File: src/regsel_defines.svh
// register map, field positions and reset values of the regulator control block
`ifndef REGSEL_DEFINES_SVH
`define REGSEL_DEFINES_SVH

// byte offsets
`define OFS_DEV_CTRL2      8'h00
`define OFS_EN_ASSIGN      8'h04
`define OFS_KEEP_ON        8'h08
`define OFS_SET_OFF        8'h0C
`define OFS_ACT_CHOICE     8'h10
`define OFS_SLP_CHOICE     8'h14
`define OFS_SEL_MAP        8'h18
`define OFS_STATUS         8'h1C
`define OFS_VOLT_BASE      8'h20
`define OFS_VOLT_LAST      8'h3C

// device control two fields
`define BIT_SLEEP_ARM      0
`define BIT_SLEEP_PIN_POLARITY_BIT      1

// voltage register fields
`define VOLT_PRIM_LSB      0
`define VOLT_ALT_LSB       8

// status fields
`define STAT_STATE_LSB     0
`define STAT_ON_LSB        8
`define STAT_LP_LSB        16
`define STAT_ALT_LSB       24

// reset values, then the AHB transfer-type bit and word size code
`define RST_DEV_CTRL2      2'h0
`define RST_KEEP_ON        8'h00
`define RST_SET_OFF        8'h00
`define RST_ACT_CHOICE     8'h00
`define RST_SLP_CHOICE     8'h00
`define RST_SEL_MAP        8'hE4
`define RST_VOLT           16'h0000
`define HTRANS_NONSEQ_BIT  1
`define HSIZE_WORD         3'h2

`endif

File: src/regsel_pkg.sv
// types shared by the regulator control block
package regsel_pkg;
  typedef enum logic [1:0] {
    st_idle   = 2'b00,
    st_active = 2'b01,
    st_sleep  = 2'b10
  } dev_state_t;
endpackage

File: src/regulator_state_voltage_select.sv
// regulator mode and voltage-register selection with AHB-Lite register access
`include "regsel_defines.svh"

////////////////////////////////////////////////////////////////////////////////
// Operation
// - each resource holds primary and alternate voltage
// - strap low: select pin picks register
// - strap high, awake: active choice picks
// - strap high, asleep: active or sleep choice
// - assigned resource ORs pins, else device state
// - regulators one-four map select pin by register
// - many resources per pin, many pins each
// - assignments load defaults, software may rewrite
// - enable pins act only in ACTIVE, SLEEP
// - sleep pin moves device into SLEEP
// - sleep pin needs arm bit, no interrupts
// - polarity bit sets sleep pin level
// - unassigned sleeping, keep-on keeps it enabled
// - unassigned sleeping, both zero: low power
// - unassigned sleeping, off only: turned off
// - assigned resource follows pin, ignores sleep
// - assigned pin high: always enabled
// - assigned pin low: keep, off, low power
// - strap low: enable pins only select voltage
// - strap low: request pins use sets one-three
module regulator_state_voltage_select
  import regsel_pkg::*;
#(
  parameter int          NRES          = 8,            // 4 converters then 4 regulators
  parameter int          NPIN          = 4,            // enable pins
  parameter int          VW            = 8,            // voltage code width
  parameter logic [31:0] OTP_EN_ASSIGN = 32'h0000_0000 // power-up assignment image
) (
  input  wire logic              mclk,          // 250 MHz clock
  input  wire logic              rst_b,         // synchronous reset, active low
  input  wire logic              hsel,          // AHB slave select
  input  wire logic [7:0]        haddr,         // AHB byte address
  input  wire logic [1:0]        htrans,        // AHB transfer type
  input  wire logic              hwrite,        // AHB write
  input  wire logic [2:0]        hsize,         // AHB size, word only
  input  wire logic [31:0]       hwdata,        // AHB write data
  input  wire logic              hready,        // AHB bus ready
  output logic                   hreadyout,     // AHB slave ready
  output logic                   hresp,         // AHB response, always OKAY
  output logic [31:0]            hrdata,        // AHB read data
  input  wire logic              pin_remap_strap,       // remap strap pin
  input  wire logic [NPIN-1:0]   resource_enable_pin,   // enable or select pins
  input  wire logic              sleep_pin,             // sleep request pin
  input  wire logic              power_request_pin,     // strap-low enable pin
  input  wire logic              clock_request_pin_one, // strap-low enable pin
  input  wire logic              clock_request_pin_two, // strap-low enable pin
  input  wire logic              power_up_done,  // sequencer reached run states
  input  wire logic              irq_pending,    // some unmasked interrupt set
  output logic [1:0]             dev_state,      // device state code
  output logic [NRES-1:0]        res_enable,     // resource enabled
  output logic [NRES-1:0]        res_low_power,  // resource in low-power mode
  output logic [NRES-1:0]        res_use_alt,    // alternate register in use
  output logic [NRES*VW-1:0]     res_voltage     // selected voltage codes
);

  localparam int NCNV = 4;
  localparam int NSYN = NPIN + 5;

  initial begin
    if (NRES != 8 || NPIN != 4 || VW < 1 || VW > 8) begin
      $error("regulator_state_voltage_select: unsupported parameters");
    end
  end

  function automatic logic [NPIN-1:0] assign_col(input logic [31:0] a, input int r);
    logic [NPIN-1:0] c;
    c = '0;
    for (int p = 0; p < NPIN; p++) begin
      c[p] = a[p*NRES + r];
    end
    return c;
  endfunction

  ////////////////////////////////////////////////////////////////////////////////
  // pin synchronisers

  logic [NSYN-1:0] sync1_q;
  logic [NSYN-1:0] sync2_q;
  wire  [NSYN-1:0] pins_raw = {pin_remap_strap, sleep_pin, clock_request_pin_two,
                               clock_request_pin_one, power_request_pin,
                               resource_enable_pin};

  always_ff @(posedge mclk) begin
    if (!rst_b) begin
      sync1_q <= '0;
      sync2_q <= '0;
    end else begin
      sync1_q <= pins_raw;
      sync2_q <= sync1_q;
    end
  end

  wire [NPIN-1:0] en_s     = sync2_q[NPIN-1:0];
  wire            pwr_s    = sync2_q[NPIN];
  wire            clk1_s   = sync2_q[NPIN+1];
  wire            clk2_s   = sync2_q[NPIN+2];
  wire            sleep_s  = sync2_q[NPIN+3];
  wire            strap_s  = sync2_q[NPIN+4];

  ////////////////////////////////////////////////////////////////////////////////
  // registers

  logic [1:0]        ctrl_q;
  logic [31:0]       assign_q;
  logic [NRES-1:0]   keep_q;
  logic [NRES-1:0]   off_q;
  logic [NRES-1:0]   act_q;
  logic [NRES-1:0]   slp_q;
  logic [7:0]        map_q;
  logic [15:0]       volt_q [NRES];
  dev_state_t        state_q;
  dev_state_t        state_d;

  ////////////////////////////////////////////////////////////////////////////////
  // register bus

  // AHB address phase capture; sub-word transfers are not taken
  wire        ap_take = hsel & htrans[`HTRANS_NONSEQ_BIT] & hready & (hsize == `HSIZE_WORD);
  logic       wr_q;
  logic       rd_q;
  logic [7:0] addr_q;
  logic       rd_wait_q;

  // reads take one wait state so a write just before always shows
  always_ff @(posedge mclk) begin
    if (!rst_b) begin
      wr_q      <= 1'b0;
      rd_q      <= 1'b0;
      addr_q    <= 8'h00;
      rd_wait_q <= 1'b0;
    end else begin
      if (hreadyout) begin
        wr_q   <= ap_take & hwrite;
        rd_q   <= ap_take & ~hwrite;
        addr_q <= haddr;
      end
      rd_wait_q <= hreadyout & ap_take & ~hwrite;
    end
  end

  assign hreadyout = ~rd_wait_q;
  assign hresp     = 1'b0;

  wire       in_volt  = (addr_q >= `OFS_VOLT_BASE) && (addr_q <= `OFS_VOLT_LAST);
  wire [2:0] volt_idx = addr_q[4:2];
  wire       wr_ctrl  = wr_q && addr_q == `OFS_DEV_CTRL2;
  wire       wr_asg   = wr_q && addr_q == `OFS_EN_ASSIGN;
  wire       wr_keep  = wr_q && addr_q == `OFS_KEEP_ON;
  wire       wr_off   = wr_q && addr_q == `OFS_SET_OFF;
  wire       wr_act   = wr_q && addr_q == `OFS_ACT_CHOICE;
  wire       wr_slp   = wr_q && addr_q == `OFS_SLP_CHOICE;
  wire       wr_map   = wr_q && addr_q == `OFS_SEL_MAP;
  wire       wr_volt  = wr_q && in_volt;

  ////////////////////////////////////////////////////////////////////////////////
  // register file

  always_ff @(posedge mclk) begin
    if (!rst_b) begin
      ctrl_q <= `RST_DEV_CTRL2;
    end else if (wr_ctrl) begin
      ctrl_q <= hwdata[1:0];
    end
  end

  always_ff @(posedge mclk) begin
    if (!rst_b) begin
      assign_q <= OTP_EN_ASSIGN;
    end else if (wr_asg) begin
      assign_q <= hwdata;
    end
  end

  always_ff @(posedge mclk) begin
    if (!rst_b) begin
      keep_q <= `RST_KEEP_ON;
    end else if (wr_keep) begin
      keep_q <= hwdata[NRES-1:0];
    end
  end

  always_ff @(posedge mclk) begin
    if (!rst_b) begin
      off_q <= `RST_SET_OFF;
    end else if (wr_off) begin
      off_q <= hwdata[NRES-1:0];
    end
  end

  always_ff @(posedge mclk) begin
    if (!rst_b) begin
      act_q <= `RST_ACT_CHOICE;
    end else if (wr_act) begin
      act_q <= hwdata[NRES-1:0];
    end
  end

  always_ff @(posedge mclk) begin
    if (!rst_b) begin
      slp_q <= `RST_SLP_CHOICE;
    end else if (wr_slp) begin
      slp_q <= hwdata[NRES-1:0];
    end
  end

  always_ff @(posedge mclk) begin
    if (!rst_b) begin
      map_q <= `RST_SEL_MAP;
    end else if (wr_map) begin
      map_q <= hwdata[7:0];
    end
  end

  // primary and alternate settings per resource
  always_ff @(posedge mclk) begin
    if (!rst_b) begin
      for (int r = 0; r < NRES; r++) begin
        volt_q[r] <= `RST_VOLT;
      end
    end else if (wr_volt) begin
      volt_q[volt_idx] <= hwdata[15:0];
    end
  end

  ////////////////////////////////////////////////////////////////////////////////
  // read path

  wire [31:0] status_w = {res_use_alt, res_low_power, res_enable, 6'h00, dev_state};

  logic [31:0] rd_mux;
  always_comb begin
    rd_mux = 32'h0000_0000;
    case (addr_q)
      `OFS_DEV_CTRL2:  rd_mux = {30'h0000_0000, ctrl_q};
      `OFS_EN_ASSIGN:  rd_mux = assign_q;
      `OFS_KEEP_ON:    rd_mux = {24'h00_0000, keep_q};
      `OFS_SET_OFF:    rd_mux = {24'h00_0000, off_q};
      `OFS_ACT_CHOICE: rd_mux = {24'h00_0000, act_q};
      `OFS_SLP_CHOICE: rd_mux = {24'h00_0000, slp_q};
      `OFS_SEL_MAP:    rd_mux = {24'h00_0000, map_q};
      `OFS_STATUS:     rd_mux = status_w;
      default: begin
        if (in_volt) rd_mux = {16'h0000, volt_q[volt_idx]};
      end
    endcase
  end

  always_ff @(posedge mclk) begin
    if (!rst_b) begin
      hrdata <= 32'h0000_0000;
    end else if (rd_q && rd_wait_q) begin
      hrdata <= rd_mux;
    end
  end

  ////////////////////////////////////////////////////////////////////////////////
  // device state

  wire sleep_arm = ctrl_q[`BIT_SLEEP_ARM];
  wire sleep_pin_polarity_bit = ctrl_q[`BIT_SLEEP_PIN_POLARITY_BIT];
  // strap low masks the sleep pin, so the device never enters SLEEP
  wire sleep_lvl = strap_s & (sleep_s == sleep_pin_polarity_bit);
  wire sleep_req = sleep_lvl & sleep_arm & ~irq_pending;

  always_comb begin
    state_d = state_q;
    case (state_q)
      st_idle:   if (power_up_done) state_d = st_active;
      st_active: begin
        if (!power_up_done) state_d = st_idle;
        else if (sleep_req) state_d = st_sleep;
      end
      st_sleep: begin
        if (!power_up_done) state_d = st_idle;
        else if (!sleep_req) state_d = st_active;
      end
      default:   state_d = st_idle;
    endcase
  end

  always_ff @(posedge mclk) begin
    if (!rst_b) state_q <= st_idle;
    else state_q <= state_d;
  end

  assign dev_state = state_q;

  wire run      = (state_q == st_active) || (state_q == st_sleep);
  wire awake    = (state_q == st_active);
  // strap low: request pins replace enable pins, fourth set's pin held low
  wire [NPIN-1:0] en_pins = strap_s ? en_s : {1'b0, clk2_s, clk1_s, pwr_s};

  ////////////////////////////////////////////////////////////////////////////////
  // per-resource mode and voltage choice

  logic [NRES-1:0] en_d;
  logic [NRES-1:0] lp_d;
  logic [NRES-1:0] alt_d;
  wire  [NRES*VW-1:0] volt_d;

  for (genvar r = 0; r < NRES; r++) begin : g_res
    wire [NPIN-1:0] col      = assign_col(assign_q, r);
    wire            assigned = run & (|col);
    wire            pin_or   = |(col & en_pins);
    // high means behave as ACTIVE
    wire            high     = assigned ? pin_or : (awake | ~strap_s);
    wire [1:0]      map_f    = (r >= NCNV) ? map_q[2*(r%NCNV) +: 2] : 2'(r);
    wire            sel_pin  = en_s[map_f];
    wire            choice   = ~strap_s ? sel_pin :
                               high ? act_q[r] :
                               (act_q[r] | slp_q[r]);
    assign en_d[r]  = run & (high | keep_q[r] | ~off_q[r]);
    assign lp_d[r]  = run & ~high & ~keep_q[r] & ~off_q[r];
    assign alt_d[r] = choice;
    // code follows the same-cycle choice so code and flag move together
    assign volt_d[r*VW +: VW] = alt_d[r] ? volt_q[r][`VOLT_ALT_LSB +: VW] :
                                           volt_q[r][`VOLT_PRIM_LSB +: VW];
  end

  ////////////////////////////////////////////////////////////////////////////////
  // outputs

  always_ff @(posedge mclk) begin
    if (!rst_b) begin
      res_enable    <= '0;
      res_low_power <= '0;
      res_use_alt   <= '0;
    end else begin
      res_enable    <= en_d;
      res_low_power <= lp_d;
      res_use_alt   <= alt_d;
    end
  end

  always_ff @(posedge mclk) begin
    if (!rst_b) res_voltage <= '0;
    else res_voltage <= volt_d;
  end

endmodule

File: config.mk
export PLATFORM = sky130hd
export DESIGN_NAME = regulator_state_voltage_select
export DESIGN_NICKNAME = d
export VERILOG_FILES = /design/src/regsel_pkg.sv /design/src/regulator_state_voltage_select.sv
export VERILOG_INCLUDE_DIRS = /design/src
export SDC_FILE = /design/constraint.sdc
export NUM_CORES = 1
export LEC_CHECK = 0
export BUFFER_PORTS_ARGS = -buffer_cell sky130_fd_sc_hd__clkbuf_2
export CAP_MARGIN = 10
export CORE_MARGIN = 5
export CORE_UTILIZATION = 50
export DETAILED_ROUTE_END_ITERATION = 7
export PLACE_DENSITY_LB_ADDON = 0.25
export SYNTH_ARGS = -nofsm -noshare
export SYNTH_HDL_FRONTEND = slang
export SYNTH_SLANG_ARGS = --single-unit
File: constraint.sdc
create_clock -name mclk -period 2.5 [get_ports mclk]
set_clock_uncertainty 0.1 [all_clocks]
set_input_delay 0.5 -clock mclk [delete_from_list [all_inputs] [get_ports mclk]]
set_output_delay 0.5 -clock mclk [all_outputs]
set_load 0.02 [all_outputs]
# Yosys cells after proc, flatten, opt, wreduce, memory -nomap -nowiden
# Memory sizes are Yosys's and may differ from the RTL's. A register that Yosys moved wholly into a read port is not among the register bits.
# Index checks and enable logic that the tools add are counted.
# op_classes
n_reduce_logical	31
add_sub_neg	0
shifts	0
n_div	0
n_lt_le_gt_ge	6
mul	0
bitwise_logic	111
eq_ne	14
muxes	58
# op_table
op	count
case mux 32 bit (8 select lines)	1
2-to-1 mux 8 bit	8
OR reduction 4 bit	16
AND 1 bit	50
2-to-1 mux 1 bit	33
AND 4 bit	8
== test 8 x 5 -> 1 bit (second input constant)	4
2-to-1 mux 16 bit	2
inverter 1 bit	28
bitwise OR 1 bit	25
== test 8 x 4 -> 1 bit (second input constant)	2
OR reduction 16 bit	1
less-than comparator 2 x 3 -> 1 bit (second input constant)	4
logical AND 1 bit	10
2-to-1 mux 2 bit	5
2-to-1 mux 3 bit	3
binary-select mux 1 bit (select 2 bit)	4
== test 8 x 3 -> 1 bit (second input constant)	1
greater-or-equal comparator 8 x 6 -> 1 bit (second input constant)	1
<= comparator 8 x 6 -> 1 bit (second input constant)	1
logical NOT 8 bit	1
!= test 3 bit (second input constant)	2
case mux 2 bit (3 select lines)	1
2-to-1 mux 4 bit	1
8 further kinds	8
# totals
memories	1
ram_bits	128
inputBits	61
mem_bits_ro	0
latch_bits	0
out_inout_bits	124
word_cells	240
ff_bits	225
# memory_table
memory	depth	word_bits	read_ports	rd_clocked_by_memory_dff	write_ports	line_no	rtl
volt_q	8	16	9	1	8	regulator_state_voltage_select.sv:115	logic [15:0] volt_q [NRES];

# Logic depth before layout (Yosys ltp)
# Gate-level depths: netlist of the first run.
# logic_depth
ltp_word	8
depth_mapped	10
mapped_depth_nobuf	7

# Worst setup path before layout of the first run
# OpenSTA, ideal clock, no wires.
# synth_path
kind	in2reg
startpoint	in rst_b
endpoint	mem volt_q[2][0] (enable)
stages	4
path_buffers	0
required_ps	1989
setup_time_ps	411
setup_slack_ps	-164
arrival_ps	2153
path_cell_list	inv_2 > nor3b_1 > nand2_1 > o21ai_0
# synth_lines
element	line_no	rtl
start: declaration	regulator_state_voltage_select.sv:35	input wire logic rst_b,
end: declaration	regulator_state_voltage_select.sv:115	

# Worst setup path in the final report of the first run
# layout_path
startpoint	reg sync2_q[8]
endpoint	reg res_voltage[59]
# layout_between
elab_chain_len	7
word_cells_on_any_way	9
classes_between	5 x mux; 3 x bitwise; 1 x reduce/logical
# layout_rtl
element	line_no	rtl
start: declaration	regulator_state_voltage_select.sv:83	logic [NSYN-1:0] sync2_q;
start signal: assignment	regulator_state_voltage_select.sv:94	sync2_q <= sync1_q;
2-to-1 mux 4 bit	regulator_state_voltage_select.sv:296	wire [NPIN-1:0] en_pins = strap_s ? en_s : {1'b0, clk2_s, clk1_s, pwr_s};
AND 4 bit	regulator_state_voltage_select.sv:309	wire pin_or = |(col & en_pins);
OR reduction 4 bit	regulator_state_voltage_select.sv:309	
2-to-1 mux 1 bit	regulator_state_voltage_select.sv:311	wire high = assigned ? pin_or : (awake | ~strap_s);
2-to-1 mux 1 bit	regulator_state_voltage_select.sv:315	high ? act_q[r] :
2-to-1 mux 1 bit *	regulator_state_voltage_select.sv:314	wire choice = ~strap_s ? sel_pin :
2-to-1 mux 8 bit *	regulator_state_voltage_select.sv:321	assign volt_d[r*VW +: VW] = alt_d[r] ? volt_q[r][`VOLT_ALT_LSB +: VW] :
end signal: assignment	regulator_state_voltage_select.sv:342	else res_voltage <= volt_d;
end: declaration	regulator_state_voltage_select.sv:58	output logic [NRES*VW-1:0] res_voltage
# Mark *: on every way between the ends. The rest lies on a longest branch, timed or not.
# A chain may end at the register's enable or synchronous reset.

==> results of run 1 <==
[state kept, by name (all words and copies together) (netlist names), 9 cells and up, named ones only]
signal	count
volt_q	128
res_voltage	64
assign_q	32
hrdata	32
sync1_q	9
sync2_q	9
[worst reg2reg max path, stage by stage, from the launching register on]
cell and delay, ns:
dfxtp_1 0.47, buf_12 0.22, and2_1 0.36, a22oi_1 0.15, nand4_1 0.14, nor2b_1 0.27
buf_4 0.20, mux2i_1 0.31
[per-layer routing]
metal | track usage, % | up-vias | share of wire (%)
met5 | 0 | - | 0
li1 | - | 5356 | -
met4 | 7.105 | 0 | 2.5
met1 | 37.38 | 5520 | 43
met3 | 3.694 | 76 | 8.3
met2 | 41.17 | 531 | 46
[synth_stat cells (3+ instances only)]
master and n:
a21oi_1 61, a221o_1 5, a221oi_1 4, a222oi_1 3, a22oi_1 42, a311o_1 4, and2_1 165, buf_1 3
buf_2 23, buf_4 5, buf_6 3, clkbuf_1 69, dfxtp_1 228, edfxtp_1 128, ha_1 4, inv_1 9
mux2_2 5, mux2i_1 140, mux4_2 39, nand2_1 242, nand2b_1 7, nand3_1 5, nand4_1 5, nor2_1 96
nor2b_1 10, nor3_1 6, nor3b_1 8, nor4_1 3, o21a_1 13, o21ai_0 12, o21ai_1 17, o31ai_1 8
or4_1 7
[report_power, final]
| part | switching (mW) | internal, mW | total [mW] |
|---|---|---|---|
| Sequential | 0.110 | 6.15 | 6.26 |
| Clock | 2.24 | 3.28 | 5.52 |
| Combinational | 0.728 | 0.430 | 1.16 |
[cell families (layout without fill, tap and decap cells)]
group | Yosys count | count (layout)
other cells | 1 | 2
xor+xnor | 1 | 1
fa+ha+maj | 4 | 4
simple gates | 576 | 576
buf+inv | 113 | 332
mux | 186 | 186
compound gates | 182 | 182
flops | 356 | 356
[final cells by class]
cell class	count	area, um^2	area share, %
sequential	356	8412	45.74
multi-input combinational	950	6515	35.43
timing repair buffer	258	1722	9.362
clock buffer	51	1022	5.559
tap	396	495.5	2.694
clock inverter	13	182.7	0.9934
inverter	10	37.54	0.2041
antenna	1	2.502	0.01361
[final timing paths]
path                                             start               to  slack (ns)  cells past startpoint
worst max register to register              sync2_q[8]  res_voltage[59]        0.19                      7
worst min-delay path            resource_enable_pin[1]       sync1_q[1]        0.09                      2
worst min register to register              sync1_q[5]       sync2_q[5]        0.33                      1
worst max-delay path                        sync2_q[8]  res_voltage[59]        0.19                      7
[timing repair]
| item | in CTS | in global routing |
|---|---|---|
| resized for setup | 1 | 6 |
| pin swaps | 0 | 0 |
| cloned | 0 | 0 |
| setup endpoints to repair | 2 | 41 |
[metrics by stage]
stage          instance area (um^2)  worst slack [ns]  instances  setup TNS (ns)  utilization [%]
6_report                      18390            0.1853       2035               0            60.27
2_1_floorplan                 15400           -0.1638       1419          -15.49                -
3_3_place_gp                  17170           0.02028       1970               0            56.27
5_1_grt                       18390           0.07761       2034               0            60.26
3_5_place_dp                  17170          -0.06927       1970          -1.659            56.27
4_1_cts                       18370           0.09642       2034               0            60.22
==> impl_summary.txt, run 1 <==
----------------------------------------------------
[Outcome]
  Run status ... completed

[Synth]
  Post-synth ARST share ... 0%
  XOR/XNOR share of the synthesized area ... less than 1%
  YS warnings ... 0
  Post-synth cell types ... between 60 and 70
  Yosys reg bits ... approximately 360
  Main combinational cell family by area after synthesis ... simple AND/OR/NAND/NOR gates
  Sequential-to-total area share from yosys stat ... 54.61%
  Syn Std Cell Area ... around 15000 um^2
  Share of the synthesized area in the top cell type ... between 20% and 30%
  Primary FF master, synth ... dfxtp_1
  Simple-gate area share of the yosys netlist ... between 10% and 20%
  Fraction of synthesized area in multiplexers ... 15.37%
  Gate count after technology mapping ... 1419
  Biggest area consumer among synthesized cells ... dfxtp_1
  Area fraction in compound gates after synthesis ... ~7.7%
  Net count after synthesis ... about 1500
  Avg Cell Area, Syn ... 10.85 um^2
  Number of enable-type register cells in the synthesized netlist ... ~130
  Share of synthesized cell area in full adder, half adder and majority cells ... 0.3251%
  Top cells by area in the synthesized netlist ... dfxtp_1 (30%), edfxtp_1 (25%), mux2i_1 (9.1%)

[Clocking]
  Clock tree root driver cell ... clkbuf_16
  Post-CTS setup buffer count ... 0
  Clock Pin Slew Worst Setup and Hold Paths ... about 0.060 ns
  Clock tree sinks ... roughly 360
  Number of buffers inserted for hold repair after clock tree synthesis ... 0
  Insertion delay of the later-clocked pin in the worst-skew pair ... between 0.5 and 0.6 ns
  Clock tree from TritonCTS ... done
  Maximum level of the CTS H-tree ... 2
  Cts bufs inserted ... 36
  Worst-case clock buffer depth ... 3

[Power]
  Worst vdd ir ... approximately 0.47 mV
  Power, Total ... between 10 and 15 mW
  Standby leakage power ... between 7 and 8 nW
  Power density normalized to cell area ... 703.5 nW/um^2

[GRT]
  Global-route wire length before repair ... roughly 67 mm
  Overall Global Routing Usage ... roughly a quarter
  Number of global-route vias before repair ... ~11000
  Initial antenna violation count ... 0
  Pin count of the biggest net entering global routing ... 185
  Gr ovfl total ... 0

[Finish]
  Leading cell type in the layout, fill and taps excluded ... nand2_1
  Filler cells ... 2516
  Number of nets at the end of the flow ... about 1700
  Ratio of cells with drive above 1 in the final layout ... about a quarter
  Layout Area Growth over Synthesis ... 19.44%
  Commonest cells after routing, fill and taps aside ... nand2_1 (242), dfxtp_1 (225), clkbuf_2 (182), and2_1 (165), mux2i_1 (140)

[Floorplanning]
  Floorplan die width ... ~190 um
  Core Region ... 30510 um^2
  Row cnt ... between 60 and 70
  Floorplan die height ... 185.5 um
  Die footprint ... between 30000 and 40000 um^2
  Initial Util ... 50.46%
  Number of primary I/O pins ... 185

[STA]
  Final worst path period share ... 92.59%
  Final-report hold violation count ... 0
  Hold slack final ... approximately 0.089 ns
  Transition time of the tightest slew-check pin ... roughly 1 ns
  Worst slew margin relative to its limit ... between 30% and 40%
  Setup repair after global routing missed its margin ... no
  Tmin final ... roughly 2.3 ns
  Fin. max-slew vios ... 0
  Final setup violation count ... 0
  Timing-limited maximum frequency ... 0.4320 GHz

[Setup path]
  Critical path startpoint category ... register
  Top cell family by delay on the critical path ... simple AND/OR/NAND/NOR gates
  Setup CP Type ... register to register
  Highest net fanout along the worst path ... 24
  Data arrival time at the worst-slack endpoint ... approximately 2.6 ns
  Max stage delay cell, worst path ... dfxtp_1
  Critical-path cell list ... buf_12 -> and2_1 -> a22oi_1 -> nand4_1 -> nor2b_1 -> buf_4 -> mux2i_1
  Stage delay of the slowest cell on the critical path ... between 0.4 and 0.5 ns
  Data required time of the worst path ... about 2.8 ns
  Nature of the critical path endpoint ... register
  Total buffers and inverters traversed by the critical path ... 2

[Placed design]
  Post-DP HPWL ... 31.65 mm
  Routability cong. ... ~0.94
  Port bufs ... between 150 and 200

[Drt]
  Number of design rule violations left after detail routing ... 0
  Routed Antenna Nets ... 0
  Count of vias placed by the detailed router ... between 10000 and 15000
  Detailed-routing iteration count for the pre-antenna-repair pass ... 6
  Vias per Instance ... 5.643
  Initial detailed-routing violation count ... between 1000 and 1500
  Routed WL per cell ... roughly 22 um
  Routed Wire Length ... approximately 45 mm

[Hold path]
  Hold/Removal Path Class ... primary input to register

[Run]
  Count of maximum capacitance violations ... 0

----------------------------------------------------
No activity file was read; power rests on OpenSTA's default activity.
==> run 2, diff against run 1 <==
==> constraint.sdc (replaced) <==
create_clock -name mclk -period 2.5 [get_ports mclk]
set_clock_uncertainty 0.1 [all_clocks]
set_input_delay 0.25 -clock mclk [delete_from_list [all_inputs] [get_ports mclk]]
set_output_delay 0.25 -clock mclk [all_outputs]
set_load 0.02 [all_outputs]
==> run 2 against run 1 <==
- count of clock-buffer cells in the layout up 8
- register-to-register slack got worse by 0.15 ns
- sequential share of layout area decreased by 0.78 points
- fmax decreased by 6.1%
- global-route usage rose by 0.20 points
- hold slack got worse by 0.067 ns
- cell count grew 2.0%
- flip-flop and latch count unchanged
- sequential power about the same
- combinational power up 3%
==> impl_summary.txt, run 2 (synthesized netlist as in run 1, its figures left out) <==
----------------------------------------------------
[STA]
  Worst slew margin relative to its limit ... 29.95%
  Timing-limited maximum frequency ... 0.4058 GHz
  Setup repair after global routing missed its margin ... yes
  Final setup violation count ... 0
  Tmin final ... roughly 2.5 ns
  Fin. max-slew vios ... 0
  Final-report hold violation count ... 0
  Transition time of the tightest slew-check pin ... ~1.0 ns
  Final worst path period share ... between 90% and 100%

[Outcome]
  Run status ... completed

[Clocking]
  Insertion delay of the later-clocked pin in the worst-skew pair ... around 0.53 ns
  Post-CTS setup buffer count ... 0
  Maximum level of the CTS H-tree ... 2
  Clock tree from TritonCTS ... done
  Clock tree root driver cell ... clkbuf_16
  Clock Pin Slew Worst Setup and Hold Paths ... roughly 0.06 ns
  Clock tree sinks ... between 300 and 400
  Cts bufs inserted ... 38
  Worst-case clock buffer depth ... 3

[Setup path]
  Setup CP Type ... register to register
  Critical path startpoint category ... register
  Highest net fanout along the worst path ... 16
  Data required time of the worst path ... between 2 and 3 ns
  Nature of the critical path endpoint ... register
  Data arrival time at the worst-slack endpoint ... around 2.8 ns

[Finish]
  Final instance area ... about 19000 um^2
  Filler cells ... 2490
  Largest register by flop count ... volt_q
  Number of nets at the end of the flow ... between 1500 and 2000
  Largest registers in the final layout ... volt_q (128), res_voltage (64)
  Commonest cells after routing, fill and taps aside ... nand2_1 (242), dfxtp_1 (227), clkbuf_2 (181), and2_1 (165), mux2i_1 (140)
  Ratio of cells with drive above 1 in the final layout ... 22.59%
  Leading cell type in the layout, fill and taps excluded ... nand2_1
  Number of flip-flops in the largest register ... approximately 130
  Layout Area Growth over Synthesis ... 21.49%

[Floorplanning]
  Number of primary I/O pins ... ~190
  Floorplan die height ... roughly 190 um
  Die footprint ... 34400 um^2
  Core Region ... between 30000 and 40000 um^2
  Initial Util ... between 50% and 60%
  Row cnt ... 64
  Floorplan die width ... 185.5 um

[Drt]
  Routed Wire Length ... about 46 mm
  Detailed-routing iteration count for the pre-antenna-repair pass ... 5
  Routed Antenna Nets ... 0
  Vias per Instance ... around 5.6
  Initial detailed-routing violation count ... roughly 1100
  Routed WL per cell ... 21.96 um
  Number of design rule violations left after detail routing ... 0
  Count of vias placed by the detailed router ... approximately 12000

[Power]
  Power, Total ... 13.05 mW
  Power density normalized to cell area ... approximately 700 nW/um^2
  Worst vdd ir ... 0.4175 mV
  Standby leakage power ... between 7 and 8 nW

[GRT]
  Gr ovfl total ... 0
  Number of global-route vias before repair ... roughly 11000
  Pin count of the biggest net entering global routing ... between 150 and 200
  Initial antenna violation count ... 2
  Global-route wire length before repair ... approximately 68 mm
  Overall Global Routing Usage ... 26.07%

[Placed design]
  Port bufs ... 182
  Routability cong. ... ~0.92
  Post-DP HPWL ... 31.03 mm
  Post-placement cell area ... about 17000 um^2

[Hold path]
  Hold/Removal Path Class ... primary input to register

[Run]
  Count of maximum capacitance violations ... 0

----------------------------------------------------
[run 2: changes by cell type in the layout (fill, tap and decap cells not counted), sizes merged]
cell,before,now
bufinv,4,1
buf,77,75
clkbuf,232,240
dlygate4sd3,0,37
inv,12,13
clkinv,7,5
clkinvlp,0,1
[run 2: power breakdown]
part / leakage (nW) / switching [mW] / total, mW / internal (mW)
clock network: 0.618 / 2.29 / 5.60 / 3.30
logic: 3.89 / 0.737 / 1.20 / 0.461
registers: 3.23 / 0.108 / 6.25 / 6.15
total: 7.74 / 3.14 / 13.1 / 9.91
[run 2: final timing paths]
check / endpoint / slack [ns] / startpoint / depth (start not counted)
worst max register to register: volt_q[2][5] / 0.04 / addr_q[3] / 4
worst min register to register: sync2_q[7] / 0.33 / sync1_q[7] / 1
worst max-delay path: volt_q[2][5] / 0.04 / addr_q[3] / 4
worst min-delay path: wr_q / 0.02 / hsel / 4
[run 2: layout make-up]
type                    instances  area [um^2]  area share, %
multi-input cells             950         6502          34.76
diodes                          1        2.502        0.01338
clock buffers                  59         1152          6.161
repair buffers                293         2002          10.70
clock inverters                10        102.6         0.5485
well taps                     396        495.5          2.649
flip-flops and latches        356         8409          44.96
inverters                      10        37.54         0.2007
[run 2: critical path: stages (launching register included)]
cell and delay (ns):
dfxtp_1 0.73, buf_4 0.27, nand2b_1 0.16, nor2_1 0.82
and2_1 0.24
[run 2: repair_timing]
item / CTS / global route
resized for setup: 0 / 0
hold buffers: 37 / 0
endpoints found under the hold margin: 40 / 0
endpoints found under the setup margin: 0 / 32
[run 2: metrics by stage]
step	setup TNS (ns)	util [%]	instances	setup WS (ns)	hold WS (ns)
final	0	61.31	2075	0.03549	0.02227
after global routing	-1.395	61.31	2075	-0.06742	0.02549
after CTS	0	61.30	2074	0.009953	0.00005801
after detailed placement	0	55.97	1968	0.04832	0.3211
after global placement	0	55.97	1968	0.08640	0.3146
after floorplan	-4.473	-	1419	-0.08744	0.2224
[run 2: routing by layer]
| layer | wire length (um) | GRT usage, % |
|---|---|---|
| met1 | 19130 | 36.91 |
| met2 | 20260 | 39.63 |
| met3 | 4345 | 5.570 |
| met4 | 1817 | 9.894 |
| met5 | 19 | 0 |
